--- src/core/mcp_pkg.sv ---
// Operation
// - Commands act only on carriage return
// - Isolated plus-plus-plus enters config, reports status
// - Question mark dumps all register values
// - F loads factory defaults except ack mode and host rate, replies OK
// - H sends short command help text
// - P pings every second until input
// - Ping reply reports remote address, strength
// - Strength byte ranges 20 to E0 hex
// - Q exits silently; S saves, replies SAVED
// - R n = value CR writes register
// - Destination address 24 bits, default 7F7F7F
// - Own address 24 bits, transmit source
// - Channel code 0 to 4 selects channel
// - Power code three bits, minus 8 upward
// - RF rate code two bits, default 3
// - Host rate code three bits, eight rates
// - Acknowledge mode retries at most ten times
// - No RF traffic while configuring; the P command still raises ping_req in config mode
// - Serial 8N1, 19200 default, RTS/CTS
package mcp_pkg;
  // ****************************************
  // Timing
  // ****************************************
  localparam int CLK_HZ = 40000000;
  localparam int CLK_NS = 25;
  localparam int PING_PERIOD_MS = 1000;
  localparam int PING_CYCLES = PING_PERIOD_MS * (CLK_HZ / 1000);
  localparam int ESC_GUARD_US = 1000;
  localparam int ESC_GUARD_CYCLES = (ESC_GUARD_US * 1000) / CLK_NS;
  localparam int ACK_MAX_RETRIES = 10;
  // ****************************************
  // Characters
  // ****************************************
  localparam logic [7:0] CH_CR = 8'h0d;
  localparam logic [7:0] CH_LF = 8'h0a;
  localparam logic [7:0] CH_PLUS = 8'h2b;
  localparam logic [7:0] CH_QM = 8'h3f;
  localparam logic [7:0] CH_EQ = 8'h3d;
  localparam logic [7:0] CH_SP = 8'h20;
  localparam logic [7:0] CH_LP = 8'h28;
  localparam logic [7:0] CH_RP = 8'h29;
  localparam logic [7:0] CH_F = 8'h46;
  localparam logic [7:0] CH_H = 8'h48;
  localparam logic [7:0] CH_P = 8'h50;
  localparam logic [7:0] CH_Q = 8'h51;
  localparam logic [7:0] CH_R = 8'h52;
  localparam logic [7:0] CH_S = 8'h53;
  // ****************************************
  // Register numbers, reset values, limits
  // ****************************************
  localparam logic [3:0] REG_DEST = 4'h1;
  localparam logic [3:0] REG_OWN = 4'h2;
  localparam logic [3:0] REG_CHAN = 4'h3;
  localparam logic [3:0] REG_POWER = 4'h4;
  localparam logic [3:0] REG_RFRATE = 4'h5;
  localparam logic [3:0] REG_ACK = 4'h6;
  localparam logic [3:0] REG_HOSTRATE = 4'h8;
  localparam logic [23:0] RST_ADDR = 24'h7f7f7f;
  localparam logic [2:0] RST_CHAN = 3'h2;
  localparam logic [2:0] RST_POWER = 3'h7;
  localparam logic [1:0] RST_RFRATE = 2'h3;
  localparam logic RST_ACK = 1'b0;
  localparam logic [2:0] RST_HOSTRATE = 3'h3;
  localparam logic [23:0] MAX_CHAN = 24'h000004;
  localparam logic [23:0] MAX_POWER = 24'h000007;
  localparam logic [23:0] MAX_RFRATE = 24'h000003;
  localparam logic [23:0] MAX_ACK = 24'h000001;
  localparam logic [23:0] MAX_HOSTRATE = 24'h000007;
  localparam logic [7:0] RSSI_MIN = 8'h20;
  localparam logic [7:0] RSSI_MAX = 8'he0;
  // ****************************************
  // Reply messages
  // ****************************************
  typedef enum logic [2:0] {
    MCP_MSG_STATUS = 3'h0,
    MCP_MSG_DUMP = 3'h1,
    MCP_MSG_OK = 3'h2,
    MCP_MSG_HELP = 3'h3,
    MCP_MSG_PING = 3'h4,
    MCP_MSG_SAVED = 3'h5,
    MCP_MSG_ERR = 3'h6
  } mcp_msg_t;
  localparam int MSG_LEN = 48;
  localparam logic [5:0] MSG_LAST = 6'd47;
endpackage

--- src/core/mcp_parser.sv ---
`timescale 1ns/10ps
module mcp_parser
  import mcp_pkg::*;
#(
  parameter int PING_CYCLES_P = PING_CYCLES,
  parameter int ESC_GUARD_P = ESC_GUARD_CYCLES
) (
  input wire logic clock,
  input wire logic rst,
  input wire logic [7:0] rx_data,
  input wire logic rx_valid,
  input wire logic tx_ready,
  input wire logic pong_valid,
  input wire logic [23:0] pong_addr,
  input wire logic [7:0] pong_rssi,
  output logic [7:0] tx_data,
  output logic tx_valid,
  output logic config_mode,
  output logic ping_req,
  output logic save_req,
  output logic [23:0] destination_address,
  output logic [23:0] own_address,
  output logic [2:0] rf_channel_select,
  output logic [2:0] transmit_power_level,
  output logic [1:0] rf_rate_select,
  output logic acknowledge_enable,
  output logic [2:0] host_rate_select
);
  // ****************************************
  // Escape detection
  // ****************************************
  logic [31:0] idle_q;
  logic [1:0] plus_cnt_q;
  logic esc_armed_q;
  logic esc_hit;
  logic guard_ok;
  assign guard_ok = (idle_q >= 32'(ESC_GUARD_P));
  always_ff @(posedge clock) begin
    if (rst) begin
      idle_q <= '0;
      plus_cnt_q <= '0;
      esc_armed_q <= 1'b0;
    end else if (rx_valid) begin
      idle_q <= '0;
      esc_armed_q <= 1'b0;
      if (rx_data == CH_PLUS && (plus_cnt_q != 2'd0 || guard_ok)) begin
        plus_cnt_q <= plus_cnt_q + 2'd1;
        esc_armed_q <= (plus_cnt_q == 2'd2);
        if (plus_cnt_q == 2'd2) plus_cnt_q <= '0;
      end else begin
        plus_cnt_q <= '0;
      end
    end else if (idle_q != 32'hffffffff) begin
      idle_q <= idle_q + 32'd1;
    end
  end
  assign esc_hit = esc_armed_q && !config_mode && !rx_valid && guard_ok;

  // ****************************************
  // Command line collection
  // ****************************************
  logic [7:0] cmd_q;
  logic [3:0] regnum_q;
  logic [23:0] val_q;
  logic [3:0] pos_q;
  logic bad_q;
  logic [3:0] hex_v;
  logic hex_ok;
  logic line_done;
  always_comb begin
    hex_ok = 1'b1;
    hex_v = 4'h0;
    if (rx_data >= 8'h30 && rx_data <= 8'h39) hex_v = 4'(rx_data - 8'h30);
    else if (rx_data >= 8'h41 && rx_data <= 8'h46) hex_v = 4'(rx_data - 8'h37);
    else hex_ok = 1'b0;
  end
  assign line_done = config_mode && rx_valid && rx_data == CH_CR;
  always_ff @(posedge clock) begin
    if (rst || line_done || !config_mode) begin
      cmd_q <= '0;
      regnum_q <= '0;
      val_q <= '0;
      pos_q <= '0;
      bad_q <= 1'b0;
    end else if (rx_valid && rx_data != CH_LF) begin
      pos_q <= (pos_q == 4'hf) ? pos_q : pos_q + 4'd1;
      if (pos_q == 4'd0) cmd_q <= rx_data;
      else if (cmd_q != CH_R) bad_q <= 1'b1;
      else if (pos_q == 4'd1) begin
        regnum_q <= hex_v;
        bad_q <= bad_q | !hex_ok;
      end else if (pos_q == 4'd2) bad_q <= bad_q | (rx_data != CH_EQ);
      else if (pos_q > 4'd8 || !hex_ok) bad_q <= 1'b1;
      else val_q <= {val_q[19:0], hex_v};
    end
  end

  // ****************************************
  // Mode, ping and reply control
  // ****************************************
  typedef enum logic [1:0] {
    MCP_IDLE = 2'b00,
    MCP_SEND = 2'b01,
    MCP_PING = 2'b11
  } mcp_state_t;
  mcp_state_t state_q;
  mcp_msg_t msg_q;
  logic [5:0] idx_q;
  logic [31:0] ping_cnt_q;
  logic [23:0] pong_addr_q;
  logic [7:0] pong_rssi_q;
  logic wr_ok;
  logic [7:0] ch;
  logic ch_end;
  logic tx_load;
  // A byte moves into the output slot only when the slot is empty or being taken,
  // so a stalled host never sees the offered byte change under it
  assign tx_load = (state_q == MCP_SEND) && (!tx_valid || tx_ready);
  always_comb begin
    wr_ok = 1'b1;
    unique case (regnum_q)
      REG_DEST, REG_OWN: wr_ok = 1'b1;
      REG_CHAN: wr_ok = val_q <= MAX_CHAN;
      REG_POWER: wr_ok = val_q <= MAX_POWER;
      REG_RFRATE: wr_ok = val_q <= MAX_RFRATE;
      REG_ACK: wr_ok = val_q <= MAX_ACK;
      REG_HOSTRATE: wr_ok = val_q <= MAX_HOSTRATE;
      default: wr_ok = 1'b0;
    endcase
    wr_ok = wr_ok && !bad_q && pos_q >= 4'd4;
  end

  always_ff @(posedge clock) begin
    if (rst) begin
      state_q <= MCP_IDLE;
      msg_q <= MCP_MSG_STATUS;
      idx_q <= '0;
      config_mode <= 1'b0;
      ping_cnt_q <= '0;
      ping_req <= 1'b0;
      save_req <= 1'b0;
      pong_addr_q <= '0;
      pong_rssi_q <= RSSI_MIN;
    end else begin
      ping_req <= 1'b0;
      save_req <= 1'b0;
      if (esc_hit) begin
        config_mode <= 1'b1;
        state_q <= MCP_SEND;
        msg_q <= MCP_MSG_STATUS;
        idx_q <= '0;
      end else if (state_q == MCP_PING && rx_valid) begin
        state_q <= MCP_IDLE;
      end else if (state_q == MCP_PING) begin
        ping_cnt_q <= ping_cnt_q + 32'd1;
        if (ping_cnt_q >= 32'(PING_CYCLES_P - 1)) begin
          ping_cnt_q <= '0;
          ping_req <= 1'b1;
        end
        if (pong_valid) begin
          pong_addr_q <= pong_addr;
          pong_rssi_q <= pong_rssi < RSSI_MIN ? RSSI_MIN :
                         (pong_rssi > RSSI_MAX ? RSSI_MAX : pong_rssi);
          state_q <= MCP_SEND;
          msg_q <= MCP_MSG_PING;
          idx_q <= '0;
        end
      end else if (state_q == MCP_SEND) begin
        if (tx_load) begin
          idx_q <= idx_q + 6'd1;
          if (ch_end) state_q <= (msg_q == MCP_MSG_PING) ? MCP_PING : MCP_IDLE;
        end
      end else if (line_done) begin
        idx_q <= '0;
        state_q <= MCP_SEND;
        unique case (cmd_q)
          CH_QM: msg_q <= MCP_MSG_DUMP;
          CH_F: msg_q <= MCP_MSG_OK;
          CH_H: msg_q <= MCP_MSG_HELP;
          CH_P: begin
            state_q <= MCP_PING;
            ping_req <= 1'b1;
            ping_cnt_q <= '0;
          end
          CH_S: begin
            msg_q <= MCP_MSG_SAVED;
            save_req <= 1'b1;
          end
          CH_Q: begin
            config_mode <= 1'b0;
            state_q <= MCP_IDLE;
          end
          CH_R: msg_q <= wr_ok ? MCP_MSG_OK : MCP_MSG_ERR;
          default: msg_q <= MCP_MSG_ERR;
        endcase
      end
    end
  end

  // ****************************************
  // Configuration registers
  // ****************************************
  always_ff @(posedge clock) begin
    if (rst) begin
      destination_address <= RST_ADDR;
      own_address <= RST_ADDR;
      rf_channel_select <= RST_CHAN;
      transmit_power_level <= RST_POWER;
      rf_rate_select <= RST_RFRATE;
      acknowledge_enable <= RST_ACK;
      host_rate_select <= RST_HOSTRATE;
    end else if (line_done && state_q == MCP_IDLE && cmd_q == CH_F) begin
      destination_address <= RST_ADDR;
      own_address <= RST_ADDR;
      rf_channel_select <= RST_CHAN;
      transmit_power_level <= RST_POWER;
      rf_rate_select <= RST_RFRATE;
    end else if (line_done && state_q == MCP_IDLE && cmd_q == CH_R && wr_ok) begin
      unique case (regnum_q)
        REG_DEST: destination_address <= val_q;
        REG_OWN: own_address <= val_q;
        REG_CHAN: rf_channel_select <= val_q[2:0];
        REG_POWER: transmit_power_level <= val_q[2:0];
        REG_RFRATE: rf_rate_select <= val_q[1:0];
        REG_ACK: acknowledge_enable <= val_q[0];
        REG_HOSTRATE: host_rate_select <= val_q[2:0];
        default: host_rate_select <= host_rate_select;
      endcase
    end
  end

  // ****************************************
  // Reply text generation
  // ****************************************
  function automatic logic [7:0] hexc(input logic [3:0] n);
    hexc = (n < 4'd10) ? 8'h30 + 8'(n) : 8'h37 + 8'(n);
  endfunction
  logic [7:0] a_ch;
  logic [5:0] own_idx;
  always_comb begin
    a_ch = CH_SP;
    ch_end = 1'b0;
    ch = CH_SP;
    // Own address digits start at byte 7; sized here so the offset cannot go negative
    own_idx = idx_q - 6'd7;
    unique case (msg_q)
      MCP_MSG_STATUS: begin
        // "CONFIG\r\n"
        unique case (idx_q)
          6'd0: ch = 8'h43; 6'd1: ch = 8'h4f; 6'd2: ch = 8'h4e;
          6'd3: ch = 8'h46; 6'd4: ch = 8'h49; 6'd5: ch = 8'h47;
          6'd6: ch = CH_CR;
          default: begin ch = CH_LF; ch_end = 1'b1; end
        endcase
      end
      MCP_MSG_DUMP: begin
        // Dump: DDDDDD OOOOOO C P R A B
        if (idx_q < 6'd6) ch = hexc(destination_address[23 - 4 * idx_q[2:0] -: 4]);
        else if (idx_q == 6'd6 || idx_q == 6'd13 || idx_q == 6'd15 ||
                 idx_q == 6'd17 || idx_q == 6'd19 || idx_q == 6'd21) ch = CH_SP;
        else if (idx_q < 6'd13) ch = hexc(own_address[23 - 4 * own_idx[2:0] -: 4]);
        else if (idx_q == 6'd14) ch = hexc({1'b0, rf_channel_select});
        else if (idx_q == 6'd16) ch = hexc({1'b0, transmit_power_level});
        else if (idx_q == 6'd18) ch = hexc({2'b0, rf_rate_select});
        else if (idx_q == 6'd20) ch = hexc({3'b0, acknowledge_enable});
        else if (idx_q == 6'd22) ch = hexc({1'b0, host_rate_select});
        else if (idx_q == 6'd23) ch = CH_CR;
        else begin ch = CH_LF; ch_end = 1'b1; end
      end
      MCP_MSG_OK: begin
        unique case (idx_q)
          6'd0: ch = 8'h4f; 6'd1: ch = 8'h4b; 6'd2: ch = CH_CR;
          default: begin ch = CH_LF; ch_end = 1'b1; end
        endcase
      end
      MCP_MSG_SAVED: begin
        unique case (idx_q)
          6'd0: ch = CH_S; 6'd1: ch = 8'h41; 6'd2: ch = 8'h56;
          6'd3: ch = 8'h45; 6'd4: ch = 8'h44; 6'd5: ch = CH_CR;
          default: begin ch = CH_LF; ch_end = 1'b1; end
        endcase
      end
      MCP_MSG_HELP: begin
        unique case (idx_q)
          6'd0: ch = CH_QM; 6'd1: ch = CH_SP; 6'd2: ch = CH_F; 6'd3: ch = CH_SP;
          6'd4: ch = CH_H; 6'd5: ch = CH_SP; 6'd6: ch = CH_P; 6'd7: ch = CH_SP;
          6'd8: ch = CH_S; 6'd9: ch = CH_SP; 6'd10: ch = CH_Q; 6'd11: ch = CH_SP;
          6'd12: ch = CH_R; 6'd13: ch = 8'h6e; 6'd14: ch = CH_EQ; 6'd15: ch = 8'h78;
          6'd16: ch = CH_CR;
          default: begin ch = CH_LF; ch_end = 1'b1; end
        endcase
      end
      MCP_MSG_PING: begin
        if (idx_q < 6'd6) ch = hexc(pong_addr_q[23 - 4 * idx_q[2:0] -: 4]);
        else if (idx_q == 6'd6) ch = CH_SP;
        else if (idx_q == 6'd7) ch = CH_LP;
        else if (idx_q == 6'd8) ch = hexc(pong_rssi_q[7:4]);
        else if (idx_q == 6'd9) ch = hexc(pong_rssi_q[3:0]);
        else if (idx_q == 6'd10) ch = CH_RP;
        else if (idx_q == 6'd11) ch = CH_CR;
        else begin ch = CH_LF; ch_end = 1'b1; end
      end
      default: begin
        unique case (idx_q)
          6'd0: ch = CH_QM; 6'd1: ch = CH_CR;
          default: begin ch = CH_LF; ch_end = 1'b1; end
        endcase
      end
    endcase
    if (idx_q > MSG_LAST) ch_end = 1'b1;
    a_ch = ch;
  end
  always_ff @(posedge clock) begin
    if (rst) begin
      tx_data <= '0;
      tx_valid <= 1'b0;
    end else if (tx_load) begin
      tx_valid <= 1'b1;
      tx_data <= a_ch;
    end else if (tx_ready) begin
      tx_valid <= 1'b0;
    end
  end
endmodule // mcp_parser

--- config.mk ---
export PLATFORM = sky130hd
export DESIGN_NAME = mcp_parser
export DESIGN_NICKNAME = d
export VERILOG_FILES = /design/src/core/mcp_pkg.sv /design/src/core/mcp_parser.sv
export SDC_FILE = /design/constraint.sdc
export NUM_CORES = 1
export LEC_CHECK = 0
export ABC_AREA = 1
export ABC_CLOCK_PERIOD_IN_PS = 3500
export BUFFER_PORTS_ARGS = -buffer_cell sky130_fd_sc_hd__buf_2
export CELL_PAD_IN_SITES_DETAIL_PLACEMENT = 0
export CELL_PAD_IN_SITES_GLOBAL_PLACEMENT = 2
export CORE_UTILIZATION = 33
export CTS_CLUSTER_SIZE = 12
export DETAILED_ROUTE_END_ITERATION = 6
export PLACE_DENSITY_LB_ADDON = 0.1
export SYNTH_ARGS = -nofsm -noshare
export SYNTH_HDL_FRONTEND = slang
export SYNTH_SLANG_ARGS = --single-unit
--- constraint.sdc ---
create_clock -name clock -period 3.5 [get_ports clock]
set_input_delay 0.525 -clock clock [delete_from_list [all_inputs] [get_ports clock]]
set_output_delay 0.525 -clock clock [all_outputs]
set_load 0.05 [all_outputs]
==> reports/summary.txt, run 1 <==
clock period minus worst slack: 2.838 ns
DR DRC count: 0
Setup crit start: idx_q[1]
Area growth, synth to finish: 16.13%
Power Total: 5.560 mW
reg2reg end: tx_data[0]
Critical Path Slowest Stage Cell: ha_1
Post-Route WL: 43.97 mm
# nets final: 2109
Tcrit/Tclk final: 81.10%
Slew @ Worst Pin: 0.7302 ns
worst hold path class: in -> reg
Max Freq: 352.3 MHz
Iter 0 DRT Violations: 623
core area: 0.03784 mm^2
clk sinks: 222
Hold Fails Final Rpt: 0
Setup TNS: 0 ns
Inserted Clock Buffers: 28
Hold Crit Depth: 3
Slew Limit Fails: 0
CP Data Required Time: 3.96 ns
outcome: finished clean
Worst VDD drop: 0.0002870 V
ratio of cells with drive above 1 in the final layout: 12.24%
remaining global-route overflow: 0
Ports: 117
Final Worst Setup Slack: 0.6615 ns
CTS-repair resized insts: 0
warnings from Yosys: 0
type of origin of the critical path: flop
mean routed wirelength per cell: 17.10 um
crit-path max FO: 7
gr usage total: 22.58%
Starting Density: 33.72%
ys flop type: dfxtp_1
vias in the first global route: 12.56k
Post-synth ARST share: 0%
clk root buf: clkbuf_16
vias: 12.95k
# Post-CTS Setup Buffers: 0
Post-Syn Instances: 1932
Mean Syn Cell Area: 6.606 um^2
reg-to-reg slack, setup: 0.66 ns
Die H: 198.7 um
initial antenna violation count: 3
Skew-Pair Late Insertion Delay: 0.56 ns
Post-synth EDFFs: 0
Critical Path Most Common Cell: nand2_1
Pwr per Cell Area: 375.2 mW/mm^2
Clock Path Buffers: 3
routability cong.: 0.9271
Netlist Area Pre-Place: 0.01276 mm^2
placed cell areas: 0.01389 mm^2
RSZ-0062 raised after global routing: no
TritonRoute pass-1 iters: 5
fin area: 0.01482 mm^2
DP Worst Slack: 0.5673 ns
max-cap violation count: 0
static leakage: 6.734 nW
RR Startpoint: idx_q[1]
CP Capture Point: tx_data[0]
first-pass GRT wire length: 69.98 mm
worst reg2reg path depth: 18
Net Count, Synth: 2001
worst hold margin: 0.2504 ns
register area share after synthesis: 34.82%
Worst setup EP type: flop
Port-buffer cells: 115
largest net degree at the start of global routing: 57
endpoints failing setup: 0
Yosys cell types: 56
H-tree lvl count: 1
slowest stage delay, CP: 0.44 ns
flops & latches, synth: 222
relative slew slack: 51.14%
Clock Pin Slew Worst Setup and Hold Paths: 0.06 ns
critical path class: reg -> reg
die area: 0.03946 mm^2
HPWL Detailed: 33.74 mm
CTS tree: yes
Horiz. Die Dim: 198.7 um
final setup skew: 0.01863 ns
Cell Chain, Critical Path: ha_1 > buf_4 > nand2_1 > nand2_1 > ha_1 > inv_1 > a21oi_1 > nand2_1 > nand2_1 > nand2_1 > nand2_1 > nand3_1 > nand2_1 > nand2_1 > nand2_1 > nand3_1 > nand2_1 > inv_1
hold buffer count at cts: 0
Core Rows: 71
vias per cell: 5.035
CP arrival: 3.29 ns
DRT antenna net count: 0
[registers in the layout, indices dropped and copies added (netlist names), 2 cells and up]
register	flops
pong_rssi_q	8
rf_channel_select	3
plus_cnt_q	2
host_rate_select	3
cmd_q	8
idle_q	32
rf_rate_select	2
destination_address	24
own_address	24
transmit_power_level	3
state_q	2
pong_addr_q	24
ping_cnt_q	32
tx_data	7
pos_q	4
val_q	24
msg_q	3
regnum_q	4
idx_q	6
[per-stage QoR]
stage	utilization [%]	std cells
after floorplan	-	1932
after global placement	36.72	2521
after detailed placement	36.72	2521
after CTS	39.15	2570
after global routing	39.15	2570
final	39.16	2572
[worst max-delay path, delay by kind of cell, from the launching register on]
family,cells,cell delay (ns)
flip-flops,1,0.39
adder cells (fa/ha/maj),2,0.67
AO/OA/AOI/OAI,1,0.17
buffers and inverters,3,0.32
AND/OR/NAND/NOR,12,1.22
[power by group]
group	switching (mW)	internal, mW
registers	0.000988	2.53
logic	0.0879	0.0381
clock network	1.15	1.75
total	1.24	4.32
[worst min-delay path by stage]
stage	from	to	slack [ns]
final	pong_addr[12]	pong_addr_q[12]	0.25
after global routing	pong_addr[20]	pong_addr_q[20]	0.25
after CTS	pong_addr[12]	pong_addr_q[12]	0.22
after detailed placement	ping_cnt_q[27]	ping_cnt_q[27]	0.43
after global placement	ping_cnt_q[26]	ping_cnt_q[26]	0.43
after floorplan	ping_cnt_q[27]	ping_cnt_q[27]	0.42
[per-layer routing]
layer  share of wire, %  routed length [um]  global-route usage [%]
met1                 48               21140                   30.75
met2                 46               20220                   37.52
met3                3.6                1571                   2.492
met5              0.020                   9                       0
met4                2.3                1031                   6.268
[cells in the final DEF, fill, tap and decap left out, types with 10 or more instances in the layout]
| cell | netlist | final |
|---|---|---|
| a21oi_1 | 145 | 145 |
| ha_1 | 24 | 24 |
| o21ai_0 | 120 | 120 |
| a31oi_1 | 10 | 10 |
| nand4_1 | 53 | 53 |
| nor3_1 | 47 | 47 |
| nor2_1 | 214 | 214 |
| inv_1 | 278 | 278 |
| nor4_1 | 17 | 17 |
| inv_2 | 10 | 10 |
| a211oi_1 | 13 | 13 |
| nand2_1 | 390 | 389 |
| nand2_2 | 11 | 12 |
| xor2_1 | 28 | 28 |
| nand3_1 | 148 | 148 |
| buf_4 | 7 | 23 |
| nor2_2 | 11 | 11 |
| clkbuf_16 | 0 | 29 |
| dfxtp_1 | 222 | 221 |
| buf_2 | 31 | 115 |
| o211ai_1 | 55 | 55 |
[layout make-up]
cell class / instances / area, um^2
clock inverters: 10 / 107.6
repair buffers: 140 / 788.3
multi-input cells: 1357 / 6927
clock buffers: 39 / 813.3
fillers: 4226 / 23020
inverters: 291 / 1095
diodes: 2 / 5.005
well taps: 511 / 639.4
flip-flops and latches: 222 / 4446
[kinds of logic after synthesis]
kind of cell / after synthesis / synth area share [%]
AND/OR/NAND/NOR: 922 / 32.43
AO/OA/AOI/OAI: 375 / 16.93
buffers and inverters: 353 / 11.03
flip-flops: 222 / 34.82
XOR/XNOR: 35 / 2.402
adder cells (fa/ha/maj): 24 / 2.353
other: 1 / 0.02938
[Yosys cell counts, types with 3 or more instances]
| cell type | instances | area, um^2 |
|---|---|---|
| o22ai_1 | 4 | 25.02 |
| a211oi_1 | 13 | 97.59 |
| nor4_1 | 17 | 106.4 |
| nor3_2 | 7 | 70.07 |
| a22oi_1 | 3 | 22.52 |
| dfxtp_1 | 222 | 4444 |
| nor2_4 | 3 | 33.78 |
| o211ai_1 | 55 | 412.9 |
| xor2_1 | 28 | 245.2 |
| nor2_1 | 214 | 803.3 |
| ha_1 | 24 | 300.3 |
| clkbuf_1 | 20 | 75.07 |
| nand2_2 | 11 | 68.82 |
| nor4_2 | 3 | 37.54 |
| buf_4 | 7 | 52.55 |
| nand2_1 | 390 | 1464 |
| nor3_1 | 47 | 235.2 |
| a21oi_1 | 145 | 725.7 |
| or2_2 | 6 | 37.54 |
| o21ai_1 | 6 | 30.03 |
| nand3_1 | 148 | 740.7 |
| a31oi_1 | 10 | 62.56 |
| nand3b_1 | 6 | 45.04 |
| buf_2 | 31 | 155.2 |
| xnor2_1 | 7 | 61.31 |
| inv_2 | 10 | 37.54 |
| nor2_2 | 11 | 68.82 |
| inv_1 | 278 | 1044 |
| nand4_1 | 53 | 331.6 |
| o21ai_0 | 120 | 600.6 |
No activity file was read; power rests on OpenSTA's default activity.
==> inputs of run 2 (changes only) <==
ABC_CLOCK_PERIOD_IN_PS = 2800   (was 3500)
clock period = 2.8 ns   (was 3.5 ns; I/O delays follow)
==> run 2 against run 1 <==
Compared with the run above:
- global-route usage up 0.24 points
- sequential share of layout area shrank 0.40 points
- die area unchanged
- final cell count is 0.93% higher
- power is 26% higher
- critical path type unchanged
- critical endpoint is now tx_data[1]
- largest cell class unchanged
==> reports/summary.txt, run 2 (synthesized netlist as in run 1, its figures left out) <==
Inserted Clock Buffers: 29 (+3.6%)
placed cell areas: 0.01404 mm^2 (+1.0%)
endpoints failing setup: 0 (unchanged)
clk root buf: clkbuf_16
type of origin of the critical path: flop
Hold Fails Final Rpt: 0 (unchanged)
Core Rows: 71 (unchanged)
vias in the first global route: 12.44k (-0.97%)
remaining global-route overflow: 0 (unchanged)
Clock Path Buffers: 3 (unchanged)
final setup skew: 0.01400 ns (-0.004629 ns)
initial antenna violation count: 3 (unchanged)
Psw: 1.606 mW (+30%)
gr usage total: 22.82% (+0.24 points)
RSZ-0062 raised after global routing: no
Int Pwr: 5.396 mW (+25%)
Slew @ Worst Pin: 1.029 ns (+0.2985 ns)
Post-Route WL: 44.71 mm (+1.7%)
Die H: 198.7 um (unchanged)
vias: 13.03k (+0.59%)
Horiz. Die Dim: 198.7 um (unchanged)
relative slew slack: 31.27% (-20 points)
routability cong.: 0.8966 (-3.3%)
mean routed wirelength per cell: 17.22 um (+0.73%)
Net Sw Frac: 22.94% (+0.64 points)
Clock Pin Slew Worst Setup and Hold Paths: 0.07 ns (about the same)
top flop regs: idle_q x32, ping_cnt_q x32
outcome: finished clean
Ports: 117 (unchanged)
DRT antenna net count: 0 (unchanged)
Setup TNS: 0 ns (unchanged)
Hold Crit Depth: 3 (unchanged)
Placed Cells incl. Taps: 2540 (+0.75%)
HPWL Detailed: 34.66 mm (+2.7%)
max-cap violation count: 0 (unchanged)
Tcrit/Tclk final: 91.16% (+10 points)
Worst VDD drop: 0.0004070 V (+42%)
Worst setup EP type: flop
leading cell type in the layout, fill and taps excluded: nand2_1
clk sinks: 222 (unchanged)
crit-path max FO: 5 (-2)
Slew Limit Fails: 0 (unchanged)
Skew-Pair Late Insertion Delay: 0.57 ns (about the same)
CTS tree: yes
# nets final: 2132 (+1.1%)
TritonRoute pass-1 iters: 5 (unchanged)
Area growth, synth to finish: 17.70%
first-pass GRT wire length: 70.32 mm (+0.48%)
Combinational Power Share: 2.3% (about the same)
CP Data Required Time: 3.29 ns (-0.67 ns)
Port-buffer cells: 115 (unchanged)
hold buffer count at cts: 0 (unchanged)
worst hold margin: 0.1395 ns (-0.1110 ns)
clock period minus worst slack: 2.552 ns (-0.2860 ns)
Pwr per Cell Area: 466.2 mW/mm^2 (+24%)
die area: 0.03946 mm^2 (unchanged)
worst hold path class: in -> reg
H-tree lvl count: 1 (unchanged)
Max Freq: 391.8 MHz (+11%)
ratio of cells with drive above 1 in the final layout: 13.49% (+1.3 points)
static leakage: 6.849 nW (+1.7%)
CP arrival: 3.05 ns (-0.24 ns)
core area: 0.03784 mm^2 (unchanged)
commonest non-fill, non-tap cells in the layout: nand2_1 (388), inv_1 (278), dfxtp_1 (221)
Reg power frac: 45.2% (-0.3 points)
fin area: 0.01502 mm^2 (+1.4%)
critical path class: reg -> reg
Clock power frac: 52.5% (+0.3 points)
vias per cell: 5.018 (-0.34%)
Fill cells: 4167 (-1.4%)
worst reg2reg path depth: 16 (-2)
largest net degree at the start of global routing: 46 (-19%)
fin cells: 2596 (+0.93%)
Iter 0 DRT Violations: 682 (+9.5%)
DR DRC count: 0 (unchanged)
Starting Density: 33.72% (unchanged)
## run 2: changes by cell type in the layout (fill, tap and decap cells not counted), sizes merged
cell / previous run / this run
clkbuf: 39 / 38
clkinvlp: 3 / 2
clkinv: 7 / 9
inv: 289 / 292
buf: 140 / 161
## run 2: area by class of cell
cell class / count / area [um^2] / share of cell area [%]
multi-input combinational: 1357 / 6952 / 46.28
sequential: 222 / 4446 / 29.60
inverter: 291 / 1099 / 7.314
timing repair buffer: 161 / 945.9 / 6.297
clock buffer: 38 / 799.5 / 5.323
tap: 511 / 639.4 / 4.257
clock inverter: 13 / 130.1 / 0.8663
timing repair inverter: 1 / 5.005 / 0.03332
antenna: 2 / 5.005 / 0.03332
## run 2: layer usage
layer / global-route usage, % / vias up / wire [um]
met4: 6.353 / 2 / 1226
met5: 0 / - / 12
li1: - / 6661 / -
met1: 30.85 / 6067 / 21060
met2: 37.79 / 231 / 20590
met3: 3.052 / 65 / 1812
## run 2: per-stage QoR
stage	setup slack (ns)	util, %	total power [mW]
after CTS	0.1193	39.55	7.102
final	0.2475	39.69	7.002
after global placement	0.1586	37.09	3.395
after floorplan	0.08493	-	3.312
after detailed placement	0.09439	37.09	3.395
after global routing	0.01416	39.68	7.252
## run 2: timing repair
item,in CTS,in global routing
endpoints found under the hold margin,0,0
resized for setup,0,7
buffers inserted,0,2
setup endpoints to repair,0,8
## run 2: worst max-delay path, cell delays in order, from the launching register on
cell,delay (ns)
dfxtp_1,0.39
inv_2,0.08
ha_2,0.46
clkinvlp_4,0.19
nor2_1,0.11
o21ai_0,0.11
nand3_1,0.16
nand3_1,0.13
ha_1,0.29
nand3b_1,0.15
nand2_1,0.06
nand2_1,0.05
nand2_1,0.05
nand2_1,0.05
nand2_1,0.05
nand2_1,0.04
a21oi_1,0.11
## run 2: power by group through the flow
stage               Sequential (mW)  Clock, mW  Combinational, mW
floorplan                      3.23          0             0.0812
finish                         3.16       3.68              0.162
detailed placement             3.23          0              0.164
CTS                            3.16       3.78              0.165
global placement               3.23          0              0.164
global route                   3.16       3.91              0.180
## run 2: worst paths after layout
check | slack (ns) | from | endpoint
worst max-delay path | 0.25 | idx_q[1] | tx_data[1]
worst min register to register | 0.45 | ping_cnt_q[31] | ping_cnt_q[31]
worst max register to register | 0.25 | idx_q[1] | tx_data[1]
worst min-delay path | 0.14 | rx_data[4] | cmd_q[4]
==> inputs of run 3 (changes only) <==
ABC_CLOCK_PERIOD_IN_PS = 2100   (was 2800)
CORE_UTILIZATION = 30   (was 33)
clock period = 2.1 ns   (was 2.8 ns; I/O delays follow)
==> run 3 against run 2 <==
Compared with the run above:
- the run now ends with setup timing left
- utilization increased by 2.7 points
- worst hold slack worse by 0.10 ns
- combinational power increased by 63%
- register-to-register slack lost 0.47 ns
- fmax is 10% higher
- flip-flop and latch count unchanged
- sequential power rose by 33%
- sequential share of layout area is 4.5 points lower
- setup slack worse by 0.47 ns
- die area is 9.9% higher
- clock skew increased by 0.0027 ns
- critical path type unchanged
- highest routed layer is now met4
==> reports/summary.txt, run 3 (synthesized netlist as in run 1, its figures left out) <==
Setup crit start: idx_q[1]
die area: 0.04337 mm^2 (+9.9%)
RR Startpoint: idx_q[1]
TritonRoute pass-1 iters: 7 (+2)
Critical Path Most Common Cell: nand2_1
Clock Pin Slew Worst Setup and Hold Paths: 0.06 ns (about the same)
Power Total: 9.680 mW (+38%)
DR DRC count: 0 (unchanged)
slowest stage delay, CP: 0.37 ns (-0.09 ns)
type of origin of the critical path: flop
Tcrit/Tclk final: 110.5% (+19 points)
Die H: 208.3 um (+4.8%)
Ant. Diodes: 0 (-2)
crit-path max FO: 6 (+1)
initial antenna violation count: 0 (-3)
Port-buffer cells: 115 (unchanged)
CP Capture Point: tx_data[2]
CP Data Required Time: 2.56 ns (-0.73 ns)
Slew Limit Fails: 0 (unchanged)
CTS tree: yes
Inserted Clock Buffers: 28 (-3.4%)
ratio of cells with drive above 1 in the final layout: 27.97% (+14 points)
clk sinks: 222 (unchanged)
worst hold margin: 0.03985 ns (-0.09961 ns)
number of cells on the critical path: 18 (+2)
Cell Chain, Critical Path: buf_6 > inv_8 > ha_4 > clkinv_4 > buf_6 > o211ai_1 > nand2_1 > nand3_2 > ha_4 > nand3_2 > a21oi_2 > nand2_1 > nand3_1 > nand2_1 > nand2_1 > nand3_1 > nand2_1 > inv_1
static leakage: 8.269 nW (+21%)
vias in the first global route: 13.62k (+9.5%)
Worst Path Buf+Inv: 5 (+3)
CP delay by family, top: simple AND/OR/NAND/NOR gates
vias per cell: 4.808 (-4.2%)
DP Worst Slack: -0.5163 ns (-0.6107 ns)
max-cap violation count: 0 (unchanged)
Iter 0 DRT Violations: 763 (+12%)
Setup TNS: -1.152 ns (-1.152 ns)
Worst VDD drop: 0.0005801 V (+43%)
Fill cells: 4464 (+7.1%)
worst hold path class: in -> reg
Post-Route WL: 47.37 mm (+6.0%)
clock period minus worst slack: 2.321 ns (-0.2313 ns)
Ports: 117 (unchanged)
Final Worst Setup Slack: -0.2212 ns (-0.4687 ns)
Placed Cells incl. Taps: 2769 (+9.0%)
CP arrival: 2.78 ns (-0.27 ns)
hold buffer count at cts: 0 (unchanged)
Pwr per Cell Area: 544.8 mW/mm^2 (+17%)
reg2reg end: tx_data[2]
fin area: 0.01777 mm^2 (+18%)
HPWL Detailed: 36.51 mm (+5.4%)
top flop regs: idle_q x32, ping_cnt_q x32
DRT antenna net count: 0 (unchanged)
largest net degree at the start of global routing: 47 (+2.2%)
placed cell areas: 0.01574 mm^2 (+12%)
critical path class: reg -> reg
vias: 13.76k (+5.7%)
first-pass GRT wire length: 74.82 mm (+6.4%)
Core Rows: 75 (+5.6%)
Core Util, Final: 42.36% (+2.7 points)
worst reg2reg path depth: 18 (+2)
Critical Path Slowest Stage Cell: dfxtp_4
final setup skew: 0.01672 ns (+0.002723 ns)
routability cong.: 0.9057 (+1.0%)
fin cells: 2863 (+10%)
Clock Path Buffers: 3 (unchanged)
outcome: finished, violations left
remaining global-route overflow: 0 (unchanged)
Slew @ Worst Pin: 0.7276 ns (-0.3011 ns)
leading cell type in the layout, fill and taps excluded: nand2_1
RSZ-0062 raised after global routing: yes
reg-to-reg slack, setup: -0.22 ns (-0.47 ns)
Area growth, synth to finish: 39.22%
clk root buf: clkbuf_16
violated checks: setup timing
Starting Density: 30.43% (-3.3 points)
core area: 0.04195 mm^2 (+11%)
H-tree lvl count: 1 (unchanged)
Max Freq: 430.8 MHz (+10%)
relative slew slack: 51.34% (+20 points)
commonest non-fill, non-tap cells in the layout: nand2_1 (354), inv_1 (272), buf_4 (263)
mean routed wirelength per cell: 16.55 um (-3.9%)
Horiz. Die Dim: 208.3 um (+4.8%)
gr usage total: 21.48% (-1.3 points)
# nets final: 2371 (+11%)
Hold Fails Final Rpt: 0 (unchanged)
endpoints failing setup: 10 (+10)
Skew-Pair Late Insertion Delay: 0.56 ns (about the same)
Worst setup EP type: flop
## run 3: cell types whose count changed in the layout (fill, tap and decap cells not counted), moves of 14 or more
cell | before | now
nand2_1 | 388 | 354
nand2_2 | 13 | 36
nor2_1 | 214 | 184
buf_4 | 44 | 263
nand3_2 | 1 | 15
nand3_1 | 148 | 133
nor2_2 | 10 | 30
## run 3: area by class of cell
class | count | area, um^2 | area share, %
tap | 539 | 674.4 | 3.796
clock buffer | 37 | 785.8 | 4.423
multi-input combinational | 1358 | 7589 | 42.71
clock inverter | 15 | 206.4 | 1.162
inverter | 291 | 1125 | 6.331
sequential | 222 | 4459 | 25.10
timing repair buffer | 401 | 2928 | 16.48
## run 3: how the worst min path moves through the flow
stage,from,end,slack (ns),cells past startpoint
2_1_floorplan,ping_cnt_q[27],ping_cnt_q[27],0.42,2
3_3_place_gp,ping_cnt_q[26],ping_cnt_q[26],0.43,2
3_5_place_dp,ping_cnt_q[27],ping_cnt_q[27],0.43,2
4_1_cts,pong_addr[20],pong_addr_q[20],0.006,3
5_1_grt,pong_addr[4],pong_addr_q[4],0.04,3
6_report,pong_addr[4],pong_addr_q[4],0.04,3
## run 3: worst register-to-register path, cell delays in order, from the launching register on
cell      delay [ns]
dfxtp_4         0.37
buf_6           0.12
inv_8           0.04
ha_4            0.33
clkinv_4        0.10
buf_6           0.12
o211ai_1        0.11
nand2_1         0.10
nand3_2         0.12
ha_4            0.16
nand3_2         0.09
a21oi_2         0.12
nand2_1         0.06
nand3_1         0.07
nand2_1         0.07
nand2_1         0.09
nand3_1         0.07
nand2_1         0.06
inv_1           0.03
## run 3: what timing repair did
item                                   4_1_cts  5_1_grt
cloned                                       1        2
setup endpoints to repair                   78      154
buffers inserted                            13       28
resized for setup                           61      130
pin swaps                                   26       51
endpoints found under the hold margin        0        0
## run 3: where the power goes
part           switching (mW)  leakage (nW)  internal [mW]
Sequential            0.00109          1.79           4.21
Combinational           0.167          5.98         0.0973
Clock                    1.97         0.491           3.23
## run 3: layer usage
| metal | up-vias | share of wire, % | track usage, % |
|---|---|---|---|
| met5 | - | 0 | 0 |
| met4 | 0 | 1.7 | 4.163 |
| met3 | 61 | 3.4 | 3.004 |
| met2 | 203 | 46 | 35.26 |
| met1 | 6379 | 49 | 29.91 |
| li1 | 7121 | - | - |
